### src/fdcs_pkg.sv
// Package of constants and carrier types for the locked-loop clock system
package fdcs_pkg;
  // Tap select and modulation widths
  localparam int TAP_W = 5;
  localparam int MOD_W = 5;
  localparam logic [4:0] MOD_MAX = 5'h1F;
  localparam logic [4:0] TAP_MAX = 5'h1F;
  localparam logic [4:0] TAP_RESET = 5'h0_0F;
  localparam logic [4:0] MOD_RESET = 5'h0_00;
  // Reference periods per correction: capture then adjust
  localparam int CAPTURE_PERIODS = 2;
  localparam int ADJUST_PERIODS = 1;
  localparam int CORRECTION_PERIODS = CAPTURE_PERIODS + ADJUST_PERIODS;
  // Oscillator edge count width inside one capture window
  localparam int CNT_W = 16;
  localparam logic [15:0] CNT_ZERO = 16'h0000;
  // Clock source select codes
  localparam logic [2:0] SRC_OSC = 3'h0;
  localparam logic [2:0] SRC_CRYSTAL1 = 3'h1;
  localparam logic [2:0] SRC_CRYSTAL2 = 3'h2;
  // Power modes, sleep 0 lightest up to sleep 4 deepest
  typedef enum logic [2:0] {
    FDCS_ACTIVE = 3'b000,
    FDCS_SLEEP0 = 3'b001,
    FDCS_SLEEP1 = 3'b010,
    FDCS_SLEEP2 = 3'b011,
    FDCS_SLEEP3 = 3'b100,
    FDCS_SLEEP4 = 3'b101
  } fdcs_mode_e;
  // Loop phase
  typedef enum logic [1:0] {
    FDCS_IDLE = 2'b00,
    FDCS_CAPTURE = 2'b01,
    FDCS_ADJUST = 2'b10
  } fdcs_phase_e;
  // Clock source selections written by software
  typedef struct packed {
    logic [2:0] mainSel;
    logic [2:0] subMainSel;
    logic [2:0] auxSel;
  } fdcs_select_s;
  // Serial unit clock-request inputs
  typedef struct packed {
    logic asyncMode;
    logic softReset;
    logic txBusy;
    logic rxBusy;
  } fdcs_serial_s;
endpackage : fdcs_pkg
### src/fdcs_clock_system.sv
// Clock system: frequency-locked loop, source selects, fault flags, gating
`timescale 1ns/10ps
// Behaviour
// - Compare oscillator over two reference periods
// - Two capture periods then one adjust period
// - Loop off in generator-off sleep, or light sleep with neither aux nor sub-main from oscillator
// - Enabled loop tracks target via tap and modulation
// - Modulation rolls over at tap boundary
// - Source select switches clock, sets no fault
// - Fault flag with enable requests non-maskable interrupt
// - Idle async serial releases clock in deep sleep
// - Clearing bypass ends crystal-one digital bypass
// - Deepest sleep low-current unless bypass active
module fdcs_clock_system (
  input wire logic mclk,
  input wire logic rst_n,
  input wire logic oscClk,                 // Tunable oscillator, sampled
  input wire logic refClk,                 // Loop reference, sampled
  input wire logic loopEnable,             // Software loop enable
  input wire logic [15:0] targetCount,     // Wanted oscillator edges/window
  input wire fdcs_pkg::fdcs_mode_e powerMode,
  input wire logic clockGenOff,            // Clock-generator-off bit
  input wire logic intEntry,               // Interrupt entry pulse
  input wire fdcs_pkg::fdcs_select_s selIn, // Source selects, software
  input wire logic selWrite,               // Write strobe for selIn
  input wire logic cryOneFault,            // Crystal one fault detect
  input wire logic cryTwoFault,            // Crystal two fault detect
  input wire logic oscFault,               // Tunable oscillator fault
  input wire logic [2:0] faultClear,       // Clear xt1, xt2, osc flags
  input wire logic faultIntEnable,         // Fault interrupt enable
  input wire logic cryOneBypassIn,         // Crystal one bypass control
  input wire logic cryTwoBypassIn,         // Crystal two bypass control
  input wire fdcs_pkg::fdcs_serial_s serial,
  output logic [4:0] oscTapSelect,
  output logic [4:0] modulationCount,
  output fdcs_pkg::fdcs_select_s selOut,
  output logic [2:0] faultFlags,           // {osc, crystal two, one}
  output logic oscFaultFlag,
  output logic nmiRequest,
  output logic loopActive,
  output logic cryOneBypassActive,
  output logic lowCurrentMode,
  output logic serialClockRequest
);
  logic rstMeta, rstSync;                  // Released reset copy
  // Two-stage reset release, constant under asynchronous reset
  always_ff @(posedge mclk or negedge rst_n) begin
    if (!rst_n) begin
      rstMeta <= 1'b0;
      rstSync <= 1'b0;
    end else begin
      rstMeta <= 1'b1;
      rstSync <= rstMeta;
    end
  end

  // Edge detection of sampled reference and oscillator
  logic refDly_q, oscDly_q;
  logic refRise, oscRise;
  assign refRise = refClk & ~refDly_q;
  assign oscRise = oscClk & ~oscDly_q;

  // Loop gating state
  logic sleepGate_q, sleepGate_d;
  logic loopOn;
  logic auxOrSubFromOsc;
  fdcs_pkg::fdcs_phase_e phase_q, phase_d;
  logic [1:0] refCnt_q, refCnt_d;
  logic [15:0] oscCnt_q, oscCnt_d;
  logic [15:0] capture_q, capture_d;
  logic [4:0] tap_q, tap_d;
  logic [4:0] mod_q, mod_d;

  assign auxOrSubFromOsc = (selOut.auxSel == fdcs_pkg::SRC_OSC) ||
                           (selOut.subMainSel == fdcs_pkg::SRC_OSC);

  // Sleep gating: set in any cycle a gating mode holds, cleared by interrupt
  // entry or return to active so a short ISR reopens the loop.
  always_comb begin
    sleepGate_d = sleepGate_q;
    if (intEntry || powerMode == fdcs_pkg::FDCS_ACTIVE) begin
      sleepGate_d = 1'b0;
    end else if ((powerMode == fdcs_pkg::FDCS_SLEEP0 && !auxOrSubFromOsc) ||
                 (powerMode >= fdcs_pkg::FDCS_SLEEP1 && clockGenOff)) begin
      sleepGate_d = 1'b1;
    end
  end

  assign loopOn = loopEnable & ~sleepGate_q;

  // Loop sequencer: counts oscillator edges between reference edges.
  // Abandoning a partial correction on disable avoids drift from a
  // half-measured window.
  always_comb begin
    phase_d = phase_q;
    refCnt_d = refCnt_q;
    oscCnt_d = oscCnt_q;
    capture_d = capture_q;
    tap_d = tap_q;
    mod_d = mod_q;
    if (!loopOn) begin
      phase_d = fdcs_pkg::FDCS_IDLE;
      refCnt_d = 2'h0;
      oscCnt_d = fdcs_pkg::CNT_ZERO;
    end else begin
      unique case (phase_q)
        fdcs_pkg::FDCS_IDLE: begin
          // First reference edge opens the capture window
          if (refRise) begin
            phase_d = fdcs_pkg::FDCS_CAPTURE;
            refCnt_d = 2'h0;
            oscCnt_d = fdcs_pkg::CNT_ZERO;
          end
        end
        fdcs_pkg::FDCS_CAPTURE: begin
          if (oscRise) begin
            oscCnt_d = oscCnt_q + 16'h0001;
          end
          if (refRise) begin
            if (refCnt_q == 2'(fdcs_pkg::CAPTURE_PERIODS - 1)) begin
              phase_d = fdcs_pkg::FDCS_ADJUST;
              capture_d = oscCnt_q;
              refCnt_d = 2'h0;
            end else begin
              refCnt_d = refCnt_q + 2'h1;
            end
          end
        end
        fdcs_pkg::FDCS_ADJUST: begin
          // One reference period to apply the correction
          if (refRise) begin
            phase_d = fdcs_pkg::FDCS_CAPTURE;
            oscCnt_d = fdcs_pkg::CNT_ZERO;
            if (capture_q < targetCount) begin
              // Too slow: step modulation up, roll into next tap
              if (mod_q == fdcs_pkg::MOD_MAX) begin
                if (tap_q != fdcs_pkg::TAP_MAX) begin
                  tap_d = tap_q + 5'h01;
                  mod_d = 5'h00;
                end
              end else begin
                mod_d = mod_q + 5'h01;
              end
            end else if (capture_q > targetCount) begin
              // Too fast: step modulation down, borrow from tap
              if (mod_q == 5'h00) begin
                if (tap_q != 5'h00) begin
                  tap_d = tap_q - 5'h01;
                  mod_d = fdcs_pkg::MOD_MAX;
                end
              end else begin
                mod_d = mod_q - 5'h01;
              end
            end
          end
        end
        default: phase_d = fdcs_pkg::FDCS_IDLE;
      endcase
    end
  end

  // Source selects and fault flags
  fdcs_pkg::fdcs_select_s sel_q, sel_d;
  logic [2:0] flags_q, flags_d;
  always_comb begin
    sel_d = sel_q;
    if (selWrite) begin
      sel_d = selIn;
    end
    // Set wins over clear; a select write itself raises nothing
    flags_d = (flags_q & ~faultClear) |
              {oscFault, cryTwoFault, cryOneFault};
  end

  // Bypass and power-mode state
  logic cryOneByp_q, cryOneByp_d, lowCur_q, lowCur_d, serReq_q, serReq_d;
  always_comb begin
    cryOneByp_d = cryOneBypassIn;
    lowCur_d = (powerMode == fdcs_pkg::FDCS_SLEEP4) &&
               !cryOneByp_q && !cryTwoBypassIn;
    serReq_d = 1'b1;
    if (powerMode >= fdcs_pkg::FDCS_SLEEP3 && serial.asyncMode &&
        !serial.softReset && !serial.txBusy && !serial.rxBusy) begin
      serReq_d = 1'b0;
    end
  end

  // Edge history; reset level equals the idle pin level, so no false edge
  always_ff @(posedge mclk or negedge rstSync) begin
    if (!rstSync) begin
      refDly_q <= 1'b0;
      oscDly_q <= 1'b0;
    end else begin
      refDly_q <= refClk;
      oscDly_q <= oscClk;
    end
  end

  // Loop gate and sequencer registers
  always_ff @(posedge mclk or negedge rstSync) begin
    if (!rstSync) begin
      sleepGate_q <= 1'b0;
      phase_q <= fdcs_pkg::FDCS_IDLE;
      refCnt_q <= 2'h0;
      oscCnt_q <= fdcs_pkg::CNT_ZERO;
      capture_q <= fdcs_pkg::CNT_ZERO;
      tap_q <= fdcs_pkg::TAP_RESET;
      mod_q <= fdcs_pkg::MOD_RESET;
    end else begin
      sleepGate_q <= sleepGate_d;
      phase_q <= phase_d;
      refCnt_q <= refCnt_d;
      oscCnt_q <= oscCnt_d;
      capture_q <= capture_d;
      tap_q <= tap_d;
      mod_q <= mod_d;
    end
  end

  // Select and fault flag registers
  always_ff @(posedge mclk or negedge rstSync) begin
    if (!rstSync) begin
      sel_q <= '0;
      flags_q <= 3'h0;
    end else begin
      sel_q <= sel_d;
      flags_q <= flags_d;
    end
  end

  // Bypass and power-mode registers
  always_ff @(posedge mclk or negedge rstSync) begin
    if (!rstSync) begin
      cryOneByp_q <= 1'b0;
      lowCur_q <= 1'b0;
      serReq_q <= 1'b1;
    end else begin
      cryOneByp_q <= cryOneByp_d;
      lowCur_q <= lowCur_d;
      serReq_q <= serReq_d;
    end
  end

  // Outputs
  assign oscTapSelect = tap_q;
  assign modulationCount = mod_q;
  assign selOut = sel_q;
  assign faultFlags = flags_q;
  assign oscFaultFlag = |flags_q;
  assign nmiRequest = oscFaultFlag & faultIntEnable;
  assign loopActive = loopOn;
  assign cryOneBypassActive = cryOneByp_q;
  assign lowCurrentMode = lowCur_q;
  assign serialClockRequest = serReq_q;
endmodule : fdcs_clock_system

### config.mk
export PLATFORM = sky130hd
export DESIGN_NAME = fdcs_clock_system
export DESIGN_NICKNAME = d
export VERILOG_FILES = /design/src/fdcs_pkg.sv /design/src/fdcs_clock_system.sv
export SDC_FILE = /design/constraint.sdc
export NUM_CORES = 1
export LEC_CHECK = 0
export BUFFER_PORTS_ARGS = -buffer_cell sky130_fd_sc_hd__buf_2
export CAP_MARGIN = 5
export CORE_ASPECT_RATIO = 1.75
export CORE_UTILIZATION = 30
export DETAILED_ROUTE_END_ITERATION = 10
export PLACE_DENSITY_LB_ADDON = 0.12
export SLEW_MARGIN = 0
export SYNTH_ARGS = -nofsm -noshare
export SYNTH_HDL_FRONTEND = slang
export SYNTH_SLANG_ARGS = --single-unit
### constraint.sdc
create_clock -name mclk -period 5.7 [get_ports mclk]
set_input_delay 1.71 -clock mclk [delete_from_list [all_inputs] [get_ports mclk]]
set_output_delay 1.71 -clock mclk [all_outputs]
set_load 0.02 [all_outputs]
==> impl_metrics.prom, run 1 <==
# TYPE chip_impl_metric gauge
chip_impl_metric{name="timing.final.hold_violations",unit=""} 0
chip_impl_metric{name="hold_path_depth",unit=""} 0
chip_impl_metric{name="number_of_port_buffers",unit=""} 76
chip_impl_metric{name="final.setup.tns",unit="ns"} 0
chip_impl_metric{name="synth_fp_nets",unit=""} 421
chip_impl_metric{name="worstPathMaxFanout",unit=""} 24
chip_impl_metric{name="global_route_wire_length_before_repair",unit="mm"} 13.72
chip_impl_metric{name="placeableCoreArea",unit="mm2"} 0.01152
chip_impl_info{name="crit_chain",value="buf_2 -> inv_1 -> ha_1 -> nand4_1 -> nor3_1 -> or4_4 -> a211o_1 -> fa_1 -> a21o_1 -> a21oi_1 -> nor3_1 -> a21oi_1 -> o21ai_1"} 1
chip_impl_metric{name="htree_num_levels",unit=""} 3
chip_impl_metric{name="cts-hold-fix-buffers",unit=""} 0
chip_impl_metric{name="synth.distinct_cells",unit=""} 51
chip_impl_metric{name="cts_resized",unit=""} 0
chip_impl_metric{name="clock_insertion_delay_worst_skew",unit="ns"} 0.33
chip_impl_metric{name="setup_slack",unit="ns"} 1.145
chip_impl_metric{name="die-height",unit="um"} 145.8
chip_impl_metric{name="die_width",unit="um"} 84.17
chip_impl_metric{name="synth_edf_count",unit=""} 0
chip_impl_metric{name="number_of_cells_on_the_worst_reg_to_reg_path",unit=""} 11
chip_impl_metric{name="drtPass1Iterations",unit=""} 7
chip_impl_metric{name="clock_path_buffers",unit=""} 2
chip_impl_info{name="most_common_cell_after_layout_fill_and_taps_aside",value="sky130_fd_sc_hd__buf_2"} 1
chip_impl_metric{name="grt_util_all_layers",unit="%"} 14.21
chip_impl_metric{name="worst-r2r-setup-slack",unit="ns"} 2.25
chip_impl_info{name="cts_root_buf",value="sky130_fd_sc_hd__clkbuf_16"} 1
chip_impl_info{name="holdCritPathClass",value="register to register"} 1
chip_impl_metric{name="leakagePower",unit="uW"} 0.002175
chip_impl_metric{name="vias",unit=""} 2844
chip_impl_metric{name="max-vdd-ir-drop",unit="mV"} 0.1879
chip_impl_metric{name="io_pins",unit=""} 77
chip_impl_metric{name="nFillCells",unit=""} 1169
chip_impl_metric{name="synth.avg_cell_area",unit="um2"} 10.19
chip_impl_metric{name="critPathMaxStageDelay",unit="ns"} 0.53
chip_impl_metric{name="place_congestion",unit=""} 0.7351
chip_impl_info{name="clock_tree_from_tritoncts",value="done"} 1
chip_impl_metric{name="finalWorstPathRequiredPeriod",unit="ns"} 4.555
chip_impl_info{name="failing_checks",value="DRC"} 1
chip_impl_metric{name="synth_area",unit="mm2"} 0.003545
chip_impl_metric{name="synth-seq-area-share",unit="%"} 46.77
chip_impl_metric{name="critPathRequiredTime",unit="ns"} 5.90
chip_impl_metric{name="cts.reportedPaths.clkPinSlew",unit="ns"} 0.05
chip_impl_metric{name="timing_worst_slew_pin_value",unit="ns"} 0.8794
chip_impl_metric{name="nNetsFinal",unit=""} 502
chip_impl_metric{name="grt.overflow.total",unit=""} 0
chip_impl_metric{name="seqCellArea",unit="mm2"} 0.001659
chip_impl_metric{name="post_synth_inst_count",unit=""} 348
chip_impl_metric{name="number_of_placement_rows",unit=""} 52
chip_impl_metric{name="detailroute.wirelength.met2",unit="mm"} 4.426
chip_impl_info{name="endpoint_kind",value="register"} 1
chip_impl_metric{name="post-cts-setup-buffers",unit=""} 0
chip_impl_info{name="timing_worst_setup_path_type",value="input port to register"} 1
chip_impl_info{name="top_layer_used",value="met4"} 1
chip_impl_metric{name="drv_slew",unit=""} 0
chip_impl_metric{name="die_area",unit="mm2"} 0.01227
chip_impl_metric{name="clock_sinks",unit=""} 66
chip_impl_metric{name="maxCapViolCount",unit=""} 0
chip_impl_metric{name="synthesis.yosys.warnings",unit=""} 0
chip_impl_metric{name="wirelength",unit="mm"} 7.902
chip_impl_metric{name="post-route-drc-count",unit=""} 6
chip_impl_info{name="worst_path_max_delay_cell",value="sky130_fd_sc_hd__a211o_1"} 1
chip_impl_info{name="synth_top_flop_cell",value="sky130_fd_sc_hd__dfrtp_1"} 1
chip_impl_info{name="rsz_0062_raised_after_global_routing",value="no"} 1
chip_impl_metric{name="antenna_found_initial",unit=""} 0
chip_impl_metric{name="drive_gt1_share",unit="%"} 29.26
chip_impl_metric{name="max_slew_margin",unit="%"} 41.15
chip_impl_metric{name="detailedRoute.firstIterationViolations",unit=""} 97
chip_impl_info{name="outcome",value="finished, violations left"} 1
chip_impl_metric{name="synth_async_sr_flop_share",unit="%"} 100.0
chip_impl_metric{name="num_antenna_cells",unit=""} 0
chip_impl_metric{name="multi_input_gate_area",unit="mm2"} 0.001755
chip_impl_metric{name="timing.fmax",unit="MHz"} 219.6
chip_impl_info{name="setup_crit_start_kind",value="input port"} 1
chip_impl_metric{name="met1_wirelength",unit="mm"} 3.018
chip_impl_metric{name="routedWlPerCell",unit="um"} 13.89
chip_impl_metric{name="setup_viol",unit=""} 0
chip_impl_metric{name="cts_inserted_buffers",unit=""} 9
chip_impl_info{name="most-common-layout-cells",value="sky130_fd_sc_hd__buf_2 (76), sky130_fd_sc_hd__dfrtp_1 (60), sky130_fd_sc_hd__nor2_1 (30)"} 1
chip_impl_metric{name="syn_to_final_growth",unit="%"} 22.98
chip_impl_metric{name="wl_met3",unit="um"} 296
chip_impl_metric{name="worst_ep_arrival_time",unit="ns"} 4.76
chip_impl_metric{name="dp_worst_slack",unit="ns"} 0.8235
chip_impl_metric{name="start_util",unit="%"} 30.78
chip_impl_metric{name="maximum_number_of_pins_on_one_net_before_global_route_repair",unit=""} 65
chip_impl_metric{name="grt_pass1_vias",unit=""} 2992
chip_impl_metric{name="skew",unit="ns"} 0.008537
chip_impl_metric{name="route.detailed.vias_per_inst",unit=""} 4.998
chip_impl_metric{name="dp.final_hpwl",unit="mm"} 6.083
chip_impl_metric{name="min_period_over_period",unit="%"} 79.91
chip_impl_metric{name="final_antenna_net_count",unit=""} 0
chip_impl_metric{name="ys_ff_latch",unit=""} 66
chip_impl_metric{name="power_density",unit="mW/mm2"} 256.9
-- registers in the layout, indices dropped and copies added, names as in the netlist, 2 cells and up --
| name | cells |
|---|---|
| oscTapSelect | 5 |
| selOut | 9 |
| modulationCount | 5 |
| capture_q | 16 |
| phase_q | 2 |
| refCnt_q | 2 |
| faultFlags | 3 |
| oscCnt_q | 16 |
-- layer usage --
| layer | GRT usage, % | vias to the layer above |
|---|---|---|
| met5 | 0 | - |
| met4 | 6.466 | 0 |
| met3 | 3.063 | 11 |
| met2 | 27.30 | 69 |
| met1 | 14.25 | 1374 |
| li1 | - | 1390 |
-- cell type report --
type	count	area share, %
clock buffer	13	5.741
clock inverter	3	0.9185
timing repair buffer	77	8.898
tap	135	3.875
sequential	66	38.06
inverter	26	2.239
multi-input combinational	249	40.27
-- cell usage after synthesis, types with 3 or more instances --
cell                       count  area share [%]
sky130_fd_sc_hd__a21o_1        6             1.3
sky130_fd_sc_hd__clkbuf_1      6            0.64
sky130_fd_sc_hd__inv_1        25             2.6
sky130_fd_sc_hd__nand2b_1      5            0.88
sky130_fd_sc_hd__dfstp_2       5             3.7
sky130_fd_sc_hd__dfrtp_1      61              43
sky130_fd_sc_hd__nor2_1       30             3.2
sky130_fd_sc_hd__nand2_1      24             2.5
sky130_fd_sc_hd__nor2b_1       3            0.53
sky130_fd_sc_hd__nor3_1       11             1.6
sky130_fd_sc_hd__o21ai_0      12             1.7
sky130_fd_sc_hd__o21ai_1       6            0.85
sky130_fd_sc_hd__xor2_1       11             2.7
sky130_fd_sc_hd__or3_1         6             1.1
sky130_fd_sc_hd__mux2_2       25             7.9
sky130_fd_sc_hd__a21oi_1      19             2.7
sky130_fd_sc_hd__or4_1         3            0.64
sky130_fd_sc_hd__xnor2_1       4            0.99
sky130_fd_sc_hd__ha_1         23             8.1
sky130_fd_sc_hd__nand3_1      14             2.0
sky130_fd_sc_hd__nor4_1        3            0.53
sky130_fd_sc_hd__nand4_1       8             1.4
sky130_fd_sc_hd__mux2_1        3            0.95
-- power by group --
group          total [uW]  internal (uW)  switching, uW
clock network         539            349            190
logic                91.6           37.0           54.6
registers             489            481           8.03
total                1120            867            253
-- worst paths after layout --
kind	from	to
setup reg to reg	capture_q[15]	oscTapSelect[4]
max in group asynchronous	rst_n	rstSync
hold reg to reg	rstMeta	rstSync
setup / recovery	targetCount[15]	oscTapSelect[4]
hold / removal	rstMeta	rstSync
min in group asynchronous	rstSync	oscDly_q
-- through the flow --
stage | instance area (um2) | std cells | hold slack (ns) | util [%] | power, uW
after floorplan | 3545 | 348 | 0.3312 | - | 549.9
after global placement | 4069 | 553 | 0.3386 | 35.33 | 590.5
after detailed placement | 4069 | 553 | 0.3443 | 35.33 | 591.0
after CTS | 4359 | 569 | 0.3570 | 37.85 | 1142
after global routing | 4359 | 569 | 0.3640 | 37.85 | 1175
final | 4359 | 569 | 0.3527 | 37.85 | 1120
-- worst max-delay path, delay by kind of cell --
family | cells | cell delay, ns
and+or+nand+nor | 4 | 0.87
adders and majority gates | 2 | 0.83
buffers and inverters | 2 | 0.10
AOI/OAI and AO/OA | 5 | 1.23
-- cell families after synthesis --
logic type                 count (synthesis)  synth area share [%]
and+or+nand+nor                          121                 17.54
adders and majority gates                 24                 8.684
other                                      1                0.1058
muxes                                     29                 9.177
DFF                                       66                 46.77
buffers and inverters                     33                 3.706
xor gates and xnor gates                  15                 3.706
AOI/OAI and AO/OA                         59                 10.31
(Power assumes the default switching activity.)
==> run 2: changes to the inputs <==
==> constraint.sdc (replaced) <==
create_clock -name mclk -period 4 [get_ports mclk]
set_input_delay 1.2 -clock mclk [delete_from_list [all_inputs] [get_ports mclk]]
set_output_delay 1.2 -clock mclk [all_outputs]
set_load 0.02 [all_outputs]
==> impl_metrics.prom, run 2 (synthesis gave the netlist of run 1 again) <==
# TYPE chip_impl_metric gauge
chip_impl_info{name="clock_tree_from_tritoncts",value="done"} 1
chip_impl_info{name="endpoint_of_the_worst_register_to_register_path",value="oscTapSelect[4]"} 1
chip_impl_metric{name="finalWorstPathRequiredPeriod",unit="ns"} 3.612
chip_impl_info{name="most_common_cell_after_layout_fill_and_taps_aside",value="sky130_fd_sc_hd__buf_2"} 1
chip_impl_metric{name="vias",unit=""} 2878
chip_impl_metric{name="timing_worst_slew_pin_value",unit="ns"} 0.8642
chip_impl_metric{name="nNetsFinal",unit=""} 512
chip_impl_metric{name="grt.overflow.total",unit=""} 0
chip_impl_metric{name="wirelength",unit="mm"} 7.983
chip_impl_info{name="endpoint_kind",value="register"} 1
chip_impl_metric{name="placed_cell_area",unit="mm2"} 0.004160
chip_impl_metric{name="clock_sinks",unit=""} 66
chip_impl_metric{name="cts-hold-fix-buffers",unit=""} 0
chip_impl_info{name="setup_crit_start_kind",value="input port"} 1
chip_impl_metric{name="die_width",unit="um"} 84.17
chip_impl_metric{name="worstPathMaxFanout",unit=""} 5
chip_impl_metric{name="num_antenna_cells",unit=""} 0
chip_impl_metric{name="nFillCells",unit=""} 1180
chip_impl_info{name="crit_chain",value="buf_2 -> inv_1 -> ha_1 -> a21oi_1 -> o21ai_1 -> or4_4 -> a211o_1 -> fa_1 -> a21o_1 -> a21oi_2 -> buf_4 -> nor3_1 -> a21oi_1 -> o21ai_1"} 1
chip_impl_metric{name="cts_resized",unit=""} 0
chip_impl_info{name="timing_worst_setup_path_type",value="input port to register"} 1
chip_impl_info{name="outcome",value="finished, violations left"} 1
chip_impl_metric{name="drv_slew",unit=""} 0
chip_impl_metric{name="final.setup.tns",unit="ns"} 0
chip_impl_metric{name="grt_util_all_layers",unit="%"} 14.12
chip_impl_metric{name="timing.fmax",unit="MHz"} 276.8
chip_impl_metric{name="worst_ep_arrival_time",unit="ns"} 3.82
chip_impl_info{name="failing_checks",value="DRC"} 1
chip_impl_metric{name="die_area",unit="mm2"} 0.01227
chip_impl_metric{name="leakagePower",unit="uW"} 0.002221
chip_impl_info{name="worst_path_max_delay_cell",value="sky130_fd_sc_hd__or4_4"} 1
chip_impl_metric{name="die-height",unit="um"} 145.8
chip_impl_metric{name="cts_inserted_buffers",unit=""} 9
chip_impl_metric{name="antenna_found_initial",unit=""} 0
chip_impl_metric{name="dp_worst_slack",unit="ns"} 0.02567
chip_impl_metric{name="routedWlPerCell",unit="um"} 13.79
chip_impl_info{name="hp-start",value="rstMeta"} 1
chip_impl_metric{name="layout.cell_area.non_filler",unit="mm2"} 0.004451
chip_impl_metric{name="dp.final_hpwl",unit="mm"} 6.246
chip_impl_metric{name="syn_to_final_growth",unit="%"} 25.56
chip_impl_info{name="hold-path-endpoint",value="rstSync"} 1
chip_impl_metric{name="grt_pass1_vias",unit=""} 2954
chip_impl_metric{name="maximum_number_of_pins_on_one_net_before_global_route_repair",unit=""} 39
chip_impl_metric{name="critPathRequiredTime",unit="ns"} 4.21
chip_impl_metric{name="clock_path_buffers",unit=""} 2
chip_impl_metric{name="number_of_port_buffers",unit=""} 76
chip_impl_info{name="r2r_start",value="capture_q[13]"} 1
chip_impl_metric{name="numPlacedInstances",unit=""} 563
chip_impl_metric{name="io_pins",unit=""} 77
chip_impl_metric{name="power_density",unit="mW/mm2"} 359.2
chip_impl_metric{name="number_of_cells_on_the_worst_reg_to_reg_path",unit=""} 12
chip_impl_metric{name="htree_num_levels",unit=""} 3
chip_impl_metric{name="start_util",unit="%"} 30.78
chip_impl_metric{name="fin_cells",unit=""} 579
chip_impl_metric{name="place_congestion",unit=""} 0.7513
chip_impl_metric{name="setup_slack",unit="ns"} 0.3878
chip_impl_metric{name="route.detailed.vias_per_inst",unit=""} 4.971
chip_impl_metric{name="critPathMaxStageDelay",unit="ns"} 0.52
chip_impl_metric{name="post-route-drc-count",unit=""} 6
chip_impl_metric{name="hold_path_depth",unit=""} 0
chip_impl_metric{name="max_slew_margin",unit="%"} 42.18
chip_impl_metric{name="placeableCoreArea",unit="mm2"} 0.01152
chip_impl_metric{name="drive_gt1_share",unit="%"} 31.31
chip_impl_metric{name="setup_viol",unit=""} 0
chip_impl_info{name="timing.critical_path.max_delay_family",value="compound AO/OA/AOI/OAI gates"} 1
chip_impl_metric{name="skew",unit="ns"} 0.005918
chip_impl_metric{name="detailedRoute.firstIterationViolations",unit=""} 107
chip_impl_metric{name="max-vdd-ir-drop",unit="mV"} 0.1941
chip_impl_info{name="cts_root_buf",value="sky130_fd_sc_hd__clkbuf_16"} 1
chip_impl_metric{name="drtPass1Iterations",unit=""} 7
chip_impl_metric{name="min_period_over_period",unit="%"} 90.31
chip_impl_info{name="rsz_0062_raised_after_global_routing",value="no"} 1
chip_impl_metric{name="path_buf_inv",unit=""} 3
chip_impl_metric{name="timing.final.hold_violations",unit=""} 0
chip_impl_metric{name="clock_insertion_delay_worst_skew",unit="ns"} 0.32
chip_impl_info{name="most-common-layout-cells",value="sky130_fd_sc_hd__buf_2 (76), sky130_fd_sc_hd__dfrtp_1 (60), sky130_fd_sc_hd__nor2_1 (30)"} 1
chip_impl_metric{name="maxCapViolCount",unit=""} 0
chip_impl_info{name="holdCritPathClass",value="register to register"} 1
chip_impl_metric{name="cts.reportedPaths.clkPinSlew",unit="ns"} 0.05
chip_impl_metric{name="final_antenna_net_count",unit=""} 0
chip_impl_metric{name="worst-r2r-setup-slack",unit="ns"} 0.99
chip_impl_metric{name="number_of_placement_rows",unit=""} 52
chip_impl_metric{name="post-cts-setup-buffers",unit=""} 0
chip_impl_metric{name="global_route_wire_length_before_repair",unit="mm"} 13.54
## run 2: changes by cell type in the layout (fill, tap and decap cells not counted), sizes merged
cell  delta
buf     +10
## run 2: cell type report
cell class	count	area [um2]	share of cell area, %
Clock buffer	13	250.2	5.623
Clock inverter	3	40.04	0.8996
Inverter	26	97.59	2.193
Multi-Input combinational cell	249	1772	39.81
Sequential cell	66	1659	37.28
Tap cell	135	168.9	3.795
Timing Repair Buffer	87	462.9	10.40
## run 2: report_power, final
part	total (uW)	leakage (uW)	internal, uW	switching [uW]
clock network	770	0.000144	498	273
registers	704	0.000859	685	19.0
logic	124	0.00122	53.4	70.7
total	1600	0.00222	1240	362
## run 2: worst max path at each step
| stage | cells after the start | start | end | slack (ns) |
|---|---|---|---|---|
| after floorplan | 14 | targetCount[15] | oscTapSelect[4] | 0.03 |
| after global placement | 15 | targetCount[1] | oscTapSelect[4] | 0.09 |
| after detailed placement | 14 | targetCount[13] | oscTapSelect[4] | 0.03 |
| after CTS | 14 | targetCount[13] | oscTapSelect[4] | 0.38 |
| after global routing | 14 | targetCount[13] | oscTapSelect[4] | 0.25 |
| final | 14 | targetCount[13] | oscTapSelect[4] | 0.39 |
## run 2: per-stage QoR
stage / util, % / total power, uW / hold WS [ns]
after floorplan: - / 783.6 / 0.3312
after global placement: 36.13 / 842.2 / 0.3368
after detailed placement: 36.13 / 843.3 / 0.3388
after CTS: 38.65 / 1635 / 0.3521
after global routing: 38.65 / 1677 / 0.3575
final: 38.65 / 1599 / 0.3507
## run 2: layer usage
metal,part of all wire [%],track usage [%]
met3,4.0,2.779
met1,37,13.88
met2,57,27.95
met4,1.8,5.776
met5,0,0
